===== config.mk =====
export PLATFORM = sky130hd
export DESIGN_NAME = scp_serial_port
export DESIGN_NICKNAME = d
export VERILOG_FILES = /design/src/core/scp_pkg.sv /design/src/core/scp_pin_sync.sv /design/src/core/scp_serial_port.sv
export SDC_FILE = /design/constraint.sdc
export NUM_CORES = 1
export LEC_CHECK = 0
export BUFFER_PORTS_ARGS = -buffer_cell sky130_fd_sc_hd__buf_4
export CAP_MARGIN = 20
export CELL_PAD_IN_SITES_DETAIL_PLACEMENT = 1
export CELL_PAD_IN_SITES_GLOBAL_PLACEMENT = 1
export CORE_MARGIN = 3
export CORE_UTILIZATION = 35
export CTS_BUF_LIST = sky130_fd_sc_hd__clkbuf_2
export DETAILED_ROUTE_END_ITERATION = 6
export PLACE_DENSITY_LB_ADDON = 0.1
export SYNTH_ARGS = -nofsm -noshare
export SYNTH_HDL_FRONTEND = slang
export SYNTH_SLANG_ARGS = --single-unit

===== constraint.sdc =====
create_clock -name clk_i -period 2.35 [get_ports clk_i]
set_input_delay 0.235 -clock clk_i [delete_from_list [all_inputs] [get_ports clk_i]]
set_output_delay 0.235 -clock clk_i [all_outputs]
set_load 0.02 [all_outputs]

===== src/core/scp_pkg.sv =====
// Purpose: Constants and types of the serial configuration port.
// Assumes: Registers are 16 bits wide and are written by 32-bit serial frames.
// Notes:   Summary of operation follows.
// Summary of operation
// - Serial writes are taken only while extended control mode is on.
// - Data is sampled on serial clock rising edges; no lowest clock rate.
// - A frame is 32 bits, MSB first: header, address, value.
// - Header is eleven zeros then a one, first zero sent first.
// - Then a 4-bit address MSB first, then 16 data bits.
// - A new frame starts right at the 33rd edge, no select toggle needed.
// - Register contents survive power-down entry and exit unchanged.
// - Nine registers decoded at 0,1,2,3,9,A,B,E,F; other addresses reserved.
// - Registers are write-only, reset to listed values, idle in normal mode.
// - Writing one to calibration bit 15 starts a calibration; bit reads back zero.
// - Config bit 13: one gives clock plus over-range, zero gives two clocks.
// - Config bit 12 enables the duty-cycle stabilizer; resets to one.
// - Config bit 11 sets 90 degree clock phase, double-rate only; resets zero.
// - Config bit 10 zero selects double-rate, one single-rate; resets zero.
// - Config bit 9 one gives standard amplitude, zero reduced; resets one.
// - Config bit 8 picks data edge (single-rate) or demux mode (double-rate).
// - Offset: bits 15:8 magnitude, bit 7 sign; reset zero, positive.
// - Gain: 9-bit code in bits 15:7, nominal and reset 1000 0000 0.
package scp_pkg;
    localparam int FRAME_BITS  = 32;
    localparam int HEADER_BITS = 12;
    localparam int ADDR_BITS   = 4;
    localparam int DATA_BITS   = 16;
    localparam logic [11:0] HEADER_PATTERN = 12'h001;

    // Register addresses
    localparam logic [3:0] ADDR_CAL       = 4'h0;
    localparam logic [3:0] ADDR_CFG       = 4'h1;
    localparam logic [3:0] ADDR_I_OFFSET  = 4'h2;
    localparam logic [3:0] ADDR_I_GAIN    = 4'h3;
    localparam logic [3:0] ADDR_EXT_CFG   = 4'h9;
    localparam logic [3:0] ADDR_Q_OFFSET  = 4'ha;
    localparam logic [3:0] ADDR_Q_GAIN    = 4'hb;
    localparam logic [3:0] ADDR_PH_FINE   = 4'he;
    localparam logic [3:0] ADDR_PH_COARSE = 4'hf;

    // Reset values
    localparam logic [15:0] RST_CAL       = 16'h7fff;
    localparam logic [15:0] RST_CFG       = 16'hb2ff;
    localparam logic [15:0] RST_OFFSET    = 16'h007f;
    localparam logic [15:0] RST_GAIN      = 16'h807f;
    localparam logic [15:0] RST_EXT_CFG   = 16'h03ff;
    localparam logic [15:0] RST_PH_FINE   = 16'h00ff;
    localparam logic [15:0] RST_PH_COARSE = 16'h007f;

    // Field positions
    localparam int BIT_CAL_START   = 15;
    localparam int BIT_SECOND_CLK  = 13;
    localparam int BIT_DUTY_STAB   = 12;
    localparam int BIT_DDR_PHASE   = 11;
    localparam int BIT_DDR_SEL_N   = 10;
    localparam int BIT_AMPLITUDE   = 9;
    localparam int BIT_EDGE_DEMUX  = 8;
    localparam int OFFSET_MAG_LSB  = 8;
    localparam int BIT_OFFSET_SIGN = 7;
    localparam int GAIN_LSB        = 7;

    // Pin positions inside the synchronised pin vector
    localparam int PIN_SCLK   = 0;
    localparam int PIN_SERIAL_INPUT_BIT  = 1;
    localparam int PIN_SEL_N  = 2;
    localparam int PIN_EXT    = 3;
    localparam int PIN_COUNT  = 4;

    typedef struct packed {
        logic [15:0] calibration_trigger;
        logic [15:0] output_configuration;
        logic [15:0] i_channel_offset;
        logic [15:0] i_channel_gain;
        logic [15:0] extended_configuration;
        logic [15:0] q_channel_offset;
        logic [15:0] q_channel_gain;
        logic [15:0] sample_phase_fine;
        logic [15:0] sample_phase_coarse;
    } scp_regs_s;

    typedef struct packed {
        logic       second_clock_select_n;
        logic       duty_stabilizer_on;
        logic       double_rate_clock_phase;
        logic       double_rate_select_n;
        logic       output_amplitude_select;
        logic       edge_and_demux_select;
        logic [7:0] i_offset_magnitude;
        logic       i_offset_negative;
        logic [8:0] i_gain_code;
        logic [7:0] q_offset_magnitude;
        logic       q_offset_negative;
        logic [8:0] q_gain_code;
    } scp_ctrl_s;

    typedef enum logic [1:0] {
        FRM_IDLE,
        FRM_SHIFT,
        FRM_DISCARD
    } scp_frame_e;
endpackage : scp_pkg


===== src/core/scp_pin_sync.sv =====
// Purpose: Three-stage synchroniser for pins from outside the clock domain.
// Assumes: Pins are plain levels; no reset value is needed beyond the chain's.
// Notes:   Only stages two and three leave this module; stage one feeds stage two alone.
`timescale 1ns/10ps
module scp_pin_sync #(
    parameter int WIDTH = 4
) (
    input  wire logic             clk_i,
    input  wire logic             rst_n_i,
    input  wire logic [WIDTH-1:0] pin_i,
    output logic      [WIDTH-1:0] stage_b_o,
    output logic      [WIDTH-1:0] stage_c_o
);
    // Whole chain in one struct
    typedef struct packed {
        logic [WIDTH-1:0] stage_a;
        logic [WIDTH-1:0] stage_b;
        logic [WIDTH-1:0] stage_c;
    } scp_sync_s;

    scp_sync_s st;
    scp_sync_s next_st;

    // Each stage takes the one before it; stage one feeds stage two alone
    always_comb begin
        next_st.stage_a = pin_i;
        next_st.stage_b = st.stage_a;
        next_st.stage_c = st.stage_b;
    end

    // Chain of three flops; reset parks every stage at zero
    always_ff @(posedge clk_i) begin
        if (!rst_n_i) begin
            st <= '0;
        end else begin
            st <= next_st;
        end
    end

    // Both outputs are flop stages
    assign stage_b_o = st.stage_b;
    assign stage_c_o = st.stage_c;
endmodule : scp_pin_sync


===== src/core/scp_serial_port.sv =====
// Purpose: Write-only three-wire configuration port and its register bank.
// Assumes: Serial clock runs far below clk_i so every level is seen by the filter.
// Notes:   Register outputs hold their values regardless of mode; settings_active_o
//          tells downstream logic whether to obey them or the normal-mode pins.
`timescale 1ns/10ps
module scp_serial_port (
    input  wire logic              clk_i,
    input  wire logic              rst_n_i,
    input  wire logic              extended_mode_i,
    input  wire logic              serial_clock_i,
    input  wire logic              serial_input_bit_i,
    input  wire logic              serial_select_n_i,
    output scp_pkg::scp_regs_s     register_bank_o,
    output scp_pkg::scp_ctrl_s     control_o,
    output logic                   settings_active_o,
    output logic                   calibration_start_o,
    output logic                   frame_done_o,
    output logic                   frame_error_o
);
    // Whole state of the block in one struct
    typedef struct packed {
        logic [scp_pkg::PIN_COUNT-1:0]  pins;
        scp_pkg::scp_frame_e            frame;
        logic [4:0]                     bit_cnt;
        logic [31:0]                    shift;
        scp_pkg::scp_regs_s             regs;
        logic                           cal_start;
        logic                           done;
        logic                           error;
    } scp_state_s;

    localparam scp_pkg::scp_regs_s REGS_RESET = '{
        calibration_trigger:    scp_pkg::RST_CAL,
        output_configuration:   scp_pkg::RST_CFG,
        i_channel_offset:       scp_pkg::RST_OFFSET,
        i_channel_gain:         scp_pkg::RST_GAIN,
        extended_configuration: scp_pkg::RST_EXT_CFG,
        q_channel_offset:       scp_pkg::RST_OFFSET,
        q_channel_gain:         scp_pkg::RST_GAIN,
        sample_phase_fine:      scp_pkg::RST_PH_FINE,
        sample_phase_coarse:    scp_pkg::RST_PH_COARSE
    };

    // Select and extended mode rest in their inactive levels after reset
    localparam logic [scp_pkg::PIN_COUNT-1:0] PINS_RESET = 4'h4;

    localparam scp_state_s STATE_RESET = '{
        pins:      PINS_RESET,
        frame:     scp_pkg::FRM_IDLE,
        bit_cnt:   5'h00,
        shift:     32'h0000_0000,
        regs:      REGS_RESET,
        cal_start: 1'b0,
        done:      1'b0,
        error:     1'b0
    };

    localparam logic [4:0] LAST_BIT   = 5'(scp_pkg::FRAME_BITS - 1);
    localparam logic [4:0] HEADER_END = 5'(scp_pkg::HEADER_BITS - 1);

    scp_state_s                    st;
    scp_state_s                    next_st;
    logic [scp_pkg::PIN_COUNT-1:0] pin_raw;
    logic [scp_pkg::PIN_COUNT-1:0] pin_b;
    logic [scp_pkg::PIN_COUNT-1:0] pin_c;
    logic                          sclk_rise;
    logic                          taking;
    logic [31:0]                   shifted;

    // Store one frame's data into the addressed register; reserved addresses drop it
    function automatic scp_pkg::scp_regs_s apply_write(
        input scp_pkg::scp_regs_s regs,
        input logic [3:0]         addr,
        input logic [15:0]        data
    );
        scp_pkg::scp_regs_s r;
        r = regs;
        case (addr)
            scp_pkg::ADDR_CAL: begin
                // Start bit is an action, so it is not kept
                r.calibration_trigger = data;
                r.calibration_trigger[scp_pkg::BIT_CAL_START] = 1'b0;
            end
            scp_pkg::ADDR_CFG:       r.output_configuration   = data;
            scp_pkg::ADDR_I_OFFSET:  r.i_channel_offset       = data;
            scp_pkg::ADDR_I_GAIN:    r.i_channel_gain         = data;
            scp_pkg::ADDR_EXT_CFG:   r.extended_configuration = data;
            scp_pkg::ADDR_Q_OFFSET:  r.q_channel_offset       = data;
            scp_pkg::ADDR_Q_GAIN:    r.q_channel_gain         = data;
            scp_pkg::ADDR_PH_FINE:   r.sample_phase_fine      = data;
            scp_pkg::ADDR_PH_COARSE: r.sample_phase_coarse    = data;
            default:                 r = regs;
        endcase
        return r;
    endfunction : apply_write

    // Offset magnitude of an offset register
    function automatic logic [7:0] offset_mag(input logic [15:0] value);
        return value[scp_pkg::OFFSET_MAG_LSB +: 8];
    endfunction : offset_mag

    // Nine-bit gain code of a full-scale register
    function automatic logic [8:0] gain_code(input logic [15:0] value);
        return value[scp_pkg::GAIN_LSB +: 9];
    endfunction : gain_code

    assign pin_raw[scp_pkg::PIN_SCLK]  = serial_clock_i;
    assign pin_raw[scp_pkg::PIN_SERIAL_INPUT_BIT] = serial_input_bit_i;
    assign pin_raw[scp_pkg::PIN_SEL_N] = serial_select_n_i;
    assign pin_raw[scp_pkg::PIN_EXT]   = extended_mode_i;

    // All pins cross together so data keeps its alignment to the clock edge
    scp_pin_sync #(
        .WIDTH     (scp_pkg::PIN_COUNT)
    ) u_sync (
        .clk_i     (clk_i),
        .rst_n_i   (rst_n_i),
        .pin_i     (pin_raw),
        .stage_b_o (pin_b),
        .stage_c_o (pin_c)
    );

    // Next-state logic: pin filter, frame tracker, register writes
    always_comb begin
        next_st           = st;
        next_st.cal_start = 1'b0;
        next_st.done      = 1'b0;
        next_st.error     = 1'b0;

        // A pin level is accepted once stages two and three agree
        next_st.pins = (st.pins & (pin_b ^ pin_c)) | (pin_c & ~(pin_b ^ pin_c));

        // Edge found on the filtered clock, any rate down to standstill
        sclk_rise = next_st.pins[scp_pkg::PIN_SCLK] & ~st.pins[scp_pkg::PIN_SCLK];
        shifted   = {st.shift[30:0], next_st.pins[scp_pkg::PIN_SERIAL_INPUT_BIT]};
        taking    = 1'b0;

        if (next_st.pins[scp_pkg::PIN_SEL_N] || !next_st.pins[scp_pkg::PIN_EXT]) begin
            // Idle port: counter held clear, nothing reaches the bank
            next_st.frame   = scp_pkg::FRM_IDLE;
            next_st.bit_cnt = 5'h00;
        end else begin
            case (st.frame)
                scp_pkg::FRM_IDLE,
                scp_pkg::FRM_SHIFT: begin
                    next_st.frame = scp_pkg::FRM_SHIFT;
                    taking        = sclk_rise;
                end
                scp_pkg::FRM_DISCARD: begin
                    // Count out the bad frame so the next one stays aligned
                    if (sclk_rise) begin
                        next_st.bit_cnt = st.bit_cnt + 5'h01;
                        if (st.bit_cnt == LAST_BIT) begin
                            next_st.bit_cnt = 5'h00;
                            next_st.frame   = scp_pkg::FRM_SHIFT;
                        end
                    end
                end
                default: begin
                    next_st.frame   = scp_pkg::FRM_IDLE;
                    next_st.bit_cnt = 5'h00;
                end
            endcase
        end

        if (taking) begin
            next_st.shift   = shifted;
            next_st.bit_cnt = st.bit_cnt + 5'h01;
            // Header checked as soon as its twelfth bit lands
            if (st.bit_cnt == HEADER_END && shifted[11:0] != scp_pkg::HEADER_PATTERN) begin
                next_st.frame = scp_pkg::FRM_DISCARD;
                next_st.error = 1'b1;
            end
            if (st.bit_cnt == LAST_BIT) begin
                // Counter wraps, so edge 33 opens the next frame
                next_st.bit_cnt = 5'h00;
                next_st.done    = 1'b1;
                // Address then data, each MSB first
                next_st.regs = apply_write(st.regs, shifted[19:16], shifted[15:0]);
                if (shifted[19:16] == scp_pkg::ADDR_CAL) begin
                    next_st.cal_start = shifted[scp_pkg::BIT_CAL_START];
                end
            end
        end
    end

    // Single state register; power-down has no path into it
    always_ff @(posedge clk_i) begin
        if (!rst_n_i) begin
            st <= STATE_RESET;
        end else begin
            st <= next_st;
        end
    end

    // Outputs are flop bits or plain slices of them
    assign register_bank_o     = st.regs;
    assign settings_active_o   = st.pins[scp_pkg::PIN_EXT];
    assign calibration_start_o = st.cal_start;
    assign frame_done_o        = st.done;
    assign frame_error_o       = st.error;

    // Decoded configuration fields
    assign control_o.second_clock_select_n =
        st.regs.output_configuration[scp_pkg::BIT_SECOND_CLK];
    assign control_o.duty_stabilizer_on =
        st.regs.output_configuration[scp_pkg::BIT_DUTY_STAB];
    assign control_o.double_rate_clock_phase =
        st.regs.output_configuration[scp_pkg::BIT_DDR_PHASE];
    assign control_o.double_rate_select_n =
        st.regs.output_configuration[scp_pkg::BIT_DDR_SEL_N];
    assign control_o.output_amplitude_select =
        st.regs.output_configuration[scp_pkg::BIT_AMPLITUDE];
    assign control_o.edge_and_demux_select =
        st.regs.output_configuration[scp_pkg::BIT_EDGE_DEMUX];

    // Per-channel offset and gain
    assign control_o.i_offset_magnitude = offset_mag(st.regs.i_channel_offset);
    assign control_o.i_offset_negative  =
        st.regs.i_channel_offset[scp_pkg::BIT_OFFSET_SIGN];
    assign control_o.i_gain_code        = gain_code(st.regs.i_channel_gain);
    assign control_o.q_offset_magnitude = offset_mag(st.regs.q_channel_offset);
    assign control_o.q_offset_negative  =
        st.regs.q_channel_offset[scp_pkg::BIT_OFFSET_SIGN];
    assign control_o.q_gain_code        = gain_code(st.regs.q_channel_gain);
endmodule : scp_serial_port


==> metrics.md <==
| Metric | Value |
|---|---|
| Max VDD drop | `299 uV` |
| Slowest CP cell | `dfxtp_1` |
| Vias/cell | `a little under 5` |
| CP max FO | `9` |
| Sequential element share of the synthesized area | `43.4%` |
| Data arrival, critical path | `approximately 2900 ps` |
| Slew headroom | `42.3%` |
| Worst flop-to-flop path startpoint | `st[179]` |
| Io pins | `roughly 200` |
| Number of setup violations in the final report | `0` |
| CTS max path bufs | `2` |
| Ys async rst share | `0%` |
| Synthesized net count | `around 1.0k` |
| Synth area leaders | `dfxtp_1 43%, buf_4 17%, nand3_1 9.9%, o21ai_0 6.3%, a21oi_1 3.6%` |
| Mean Syn Cell Area | `around 8.4 sq um` |
| Main synth FF type | `dfxtp_1` |
| Root buffer cell | `clkbuf_2` |
| Leading cell types in the layout, fill and taps excluded | `234 x buf_4, 188 x dfxtp_1, 172 x nand3_1` |
| First-pass GRT wire length | `39.5 mm` |
| Hold WC Path Type | `in -> reg` |
| Worst hold path cell count | `3` |
| Tmin final | `~2200 ps` |
| Area of the multi-input gates | `just over 3000 sq um` |
| Worst path cell trace | `ha_1 > and3_1 > ha_2 > and3_1 > buf_4 > and4_1 > buf_4 > nand3_1 > a21oi_1` |
| Worst Setup Start Kind | `flop` |
| Post-Route WL | `roughly 26 mm` |
| Post-route ant nets | `0` |
| Synth warnings | `0` |
| Achievable frequency | `roughly 460 MHz` |
| Syn Inst Count | `1027` |
| Synthesized flop and latch total | `around 190` |
| Drc violations | `0` |
| Total track usage | `about a fifth` |
| Share of layout cells above drive strength 1 | `~28%` |
| Critical Path End | `register_bank_o[12]` |
| GR Overflow Total | `0` |
| CP required | `between 3000 and 4000 ps` |
| Largest net degree at the start of global routing | `77` |
| Area Overhead vs Synth | `8.76%` |
| Initial antenna violation count | `1` |
| Core area | `about 24000 sq um` |
| Post-Synthesis Cell Area | `between 8000 and 9000 sq um` |
| Skew final | `roughly 56 ps` |
| Setup crit start | `st[179]` |
| Die area | `between 20000 and 30000 sq um` |
| Leak | `approximately 0.0038 uW` |
| Sequential cell area | `around 3800 sq um` |
| Fillers | `2821` |
| Inserted Clock Buffers | `17` |
| Clock sink count | `between 150 and 200` |
| Worst r2r path cells | `9` |
| Max Slew Vio Count | `0` |
| Synth top area share | `a little over two fifths` |
| Die width | `about 160 um` |
| Clock slew at reported path FFs | `slightly below 300 ps` |
| Synth cell types | `45` |
| Setup slack, reg-to-reg | `~200 ps` |
| Fin nets | `roughly 1.0k` |
| Most common cell after layout, fill and taps aside | `buf_4` |
| CTS tree | `yes` |
| Crit. End Element | `flop` |
| Capturing point of the worst reg2reg path | `register_bank_o[12]` |
| H-tree levels | `4` |
| Tot Pwr | `~4900 uW` |
| Gpl congestion | `around 0.8` |
| Hold slack | `352 ps` |
| Routed vias | `about 6.7k` |
| Chip height | `approximately 160 um` |
| Status | `complete, no violations` |
| Pwr/cell area | `roughly 520 nW/um^2` |
| Slew @ Worst Pin | `~860 ps` |
| Post-synth EDFFs | `0` |
| Slowest cell delay on critical path | `430 ps` |
| Fin crit share | `91.6%` |
| 1st-iter DRT viols | `320` |
| Starting density of the core | `a little over a third` |
| Largest area contributor in the netlist | `dfxtp_1` |
| Final hold violation count | `0` |
| Row count | `56` |
| Setup tns final | `0 ps` |
| Number of global-route vias before repair | `approximately 6.7k` |
| Number of port buffers | `around 190` |
| DPL Wire Length | `17.1 mm` |
| CP Class | `reg -> reg` |
| Unrepaired setup endpoints after global routing | `false` |
| Max-Cap Viols | `0` |
| DR pass1 iterations | `4` |
| Clock insertion delay at the later pin of the skew report | `roughly 810 ps` |
| WL/cell | `19.0 um` |
## final cells by class
| type | instances | share of cell area (%) |
|---|---|---|
| Antenna cell | 1 | 0.0265 |
| Tap cell | 319 | 4.23 |
| Sequential cell | 188 | 39.9 |
| Inverter | 15 | 0.597 |
| Clock buffer | 18 | 0.956 |
| Clock inverter | 14 | 1.35 |
| Timing Repair Buffer | 247 | 20.4 |
| Multi-Input combinational cell | 549 | 32.5 |
## cell families after synthesis
logic type	share of synthesized area [%]
xor+xnor	0.101
simple gates	18.7
buf+inv	21.4
mux	3.46
flops	43.4
other cells	0.0433
fa+ha+maj	0.664
compound gates	12.2
## report_power, final
group / total, uW / switching, uW / internal (uW)
sequential: 3220 / 4.67 / 3210
combinational: 109 / 74.2 / 34.8
clock: 1590 / 1260 / 329
total: 4920 / 1340 / 3580
## stage by stage
stage | std cells | util (%) | instance area (sq um) | worst slack (ps)
final | 1351 | 39.5 | 9430 | 197
after global routing | 1351 | 39.5 | 9430 | 35.7
after CTS | 1348 | 39.4 | 9410 | 91.9
after detailed placement | 1307 | 38.1 | 9100 | 73.9
after global placement | 1307 | 38.1 | 9100 | 199
after floorplan | 1027 | - | 8670 | 331
## worst max-delay path: cells and delay by family, from the launching register on
| kind | cells | cell delay, ps |
|---|---|---|
| simple gates | 4 | 720 |
| compound gates | 1 | 180 |
| buf+inv | 2 | 350 |
| flops | 1 | 430 |
| fa+ha+maj | 2 | 420 |
## state kept, by name (all words and copies together), names as in the netlist, 4 cells and up
| name | flops |
|---|---|
| control_o | 42 |
| register_bank_o | 101 |
| shifted | 19 |
| st | 10 |
| u_sync.next_st | 4 |
| u_sync.stage_b_o | 4 |
| u_sync.stage_c_o | 4 |
## what timing repair did
| action | CTS | global route |
|---|---|---|
| buffers inserted | 0 | 2 |
| endpoints found under the hold margin | 41 | 0 |
| resized for setup | 0 | 1 |
| setup endpoints to repair | 0 | 16 |
| hold buffers | 9 | 0 |
## worst min-delay path by stage
stage                     slack (ps)         startpoint                   to
after global routing             280            rst_n_i  register_bank_o[52]
after detailed placement         420  u_sync.next_st[5]  u_sync.stage_b_o[1]
after floorplan                  360     serial_clock_i    u_sync.next_st[4]
final                            350            rst_n_i  register_bank_o[71]
after global placement           420  u_sync.next_st[7]  u_sync.stage_b_o[3]
after CTS                        300            rst_n_i  register_bank_o[71]
## Yosys cell counts, types with 2 or more instances
cell	number
a21oi_1	63
and2_1	14
and3_1	6
and3b_1	3
and4_1	2
and4b_1	2
buf_2	16
buf_4	194
buf_6	2
clkbuf_1	59
clkbuf_2	3
dfxtp_1	188
ha_1	2
inv_1	14
maj3_2	2
mux2i_1	30
nand2_1	70
nand2_4	2
nand2b_1	2
nand3_1	172
nand3b_1	3
nand4_1	6
nand4b_1	3
nor2_1	21
nor3_1	4
nor4_1	2
o211ai_1	3
o211ai_2	10
o21ai_0	109
o311ai_0	4
or3_1	2
## per-layer routing
| metal | track usage [%] | vias up | share of wire, % |
|---|---|---|---|
| met5 | 0 | - | 0 |
| li1 | - | 3287 | - |
| met1 | 26.7 | 3253 | 48 |
| met3 | 3.35 | 21 | 4.3 |
| met2 | 30.2 | 158 | 46 |
| met4 | 5.00 | 0 | 1.5 |
Note: power is estimated with default switching activity, not from simulation.
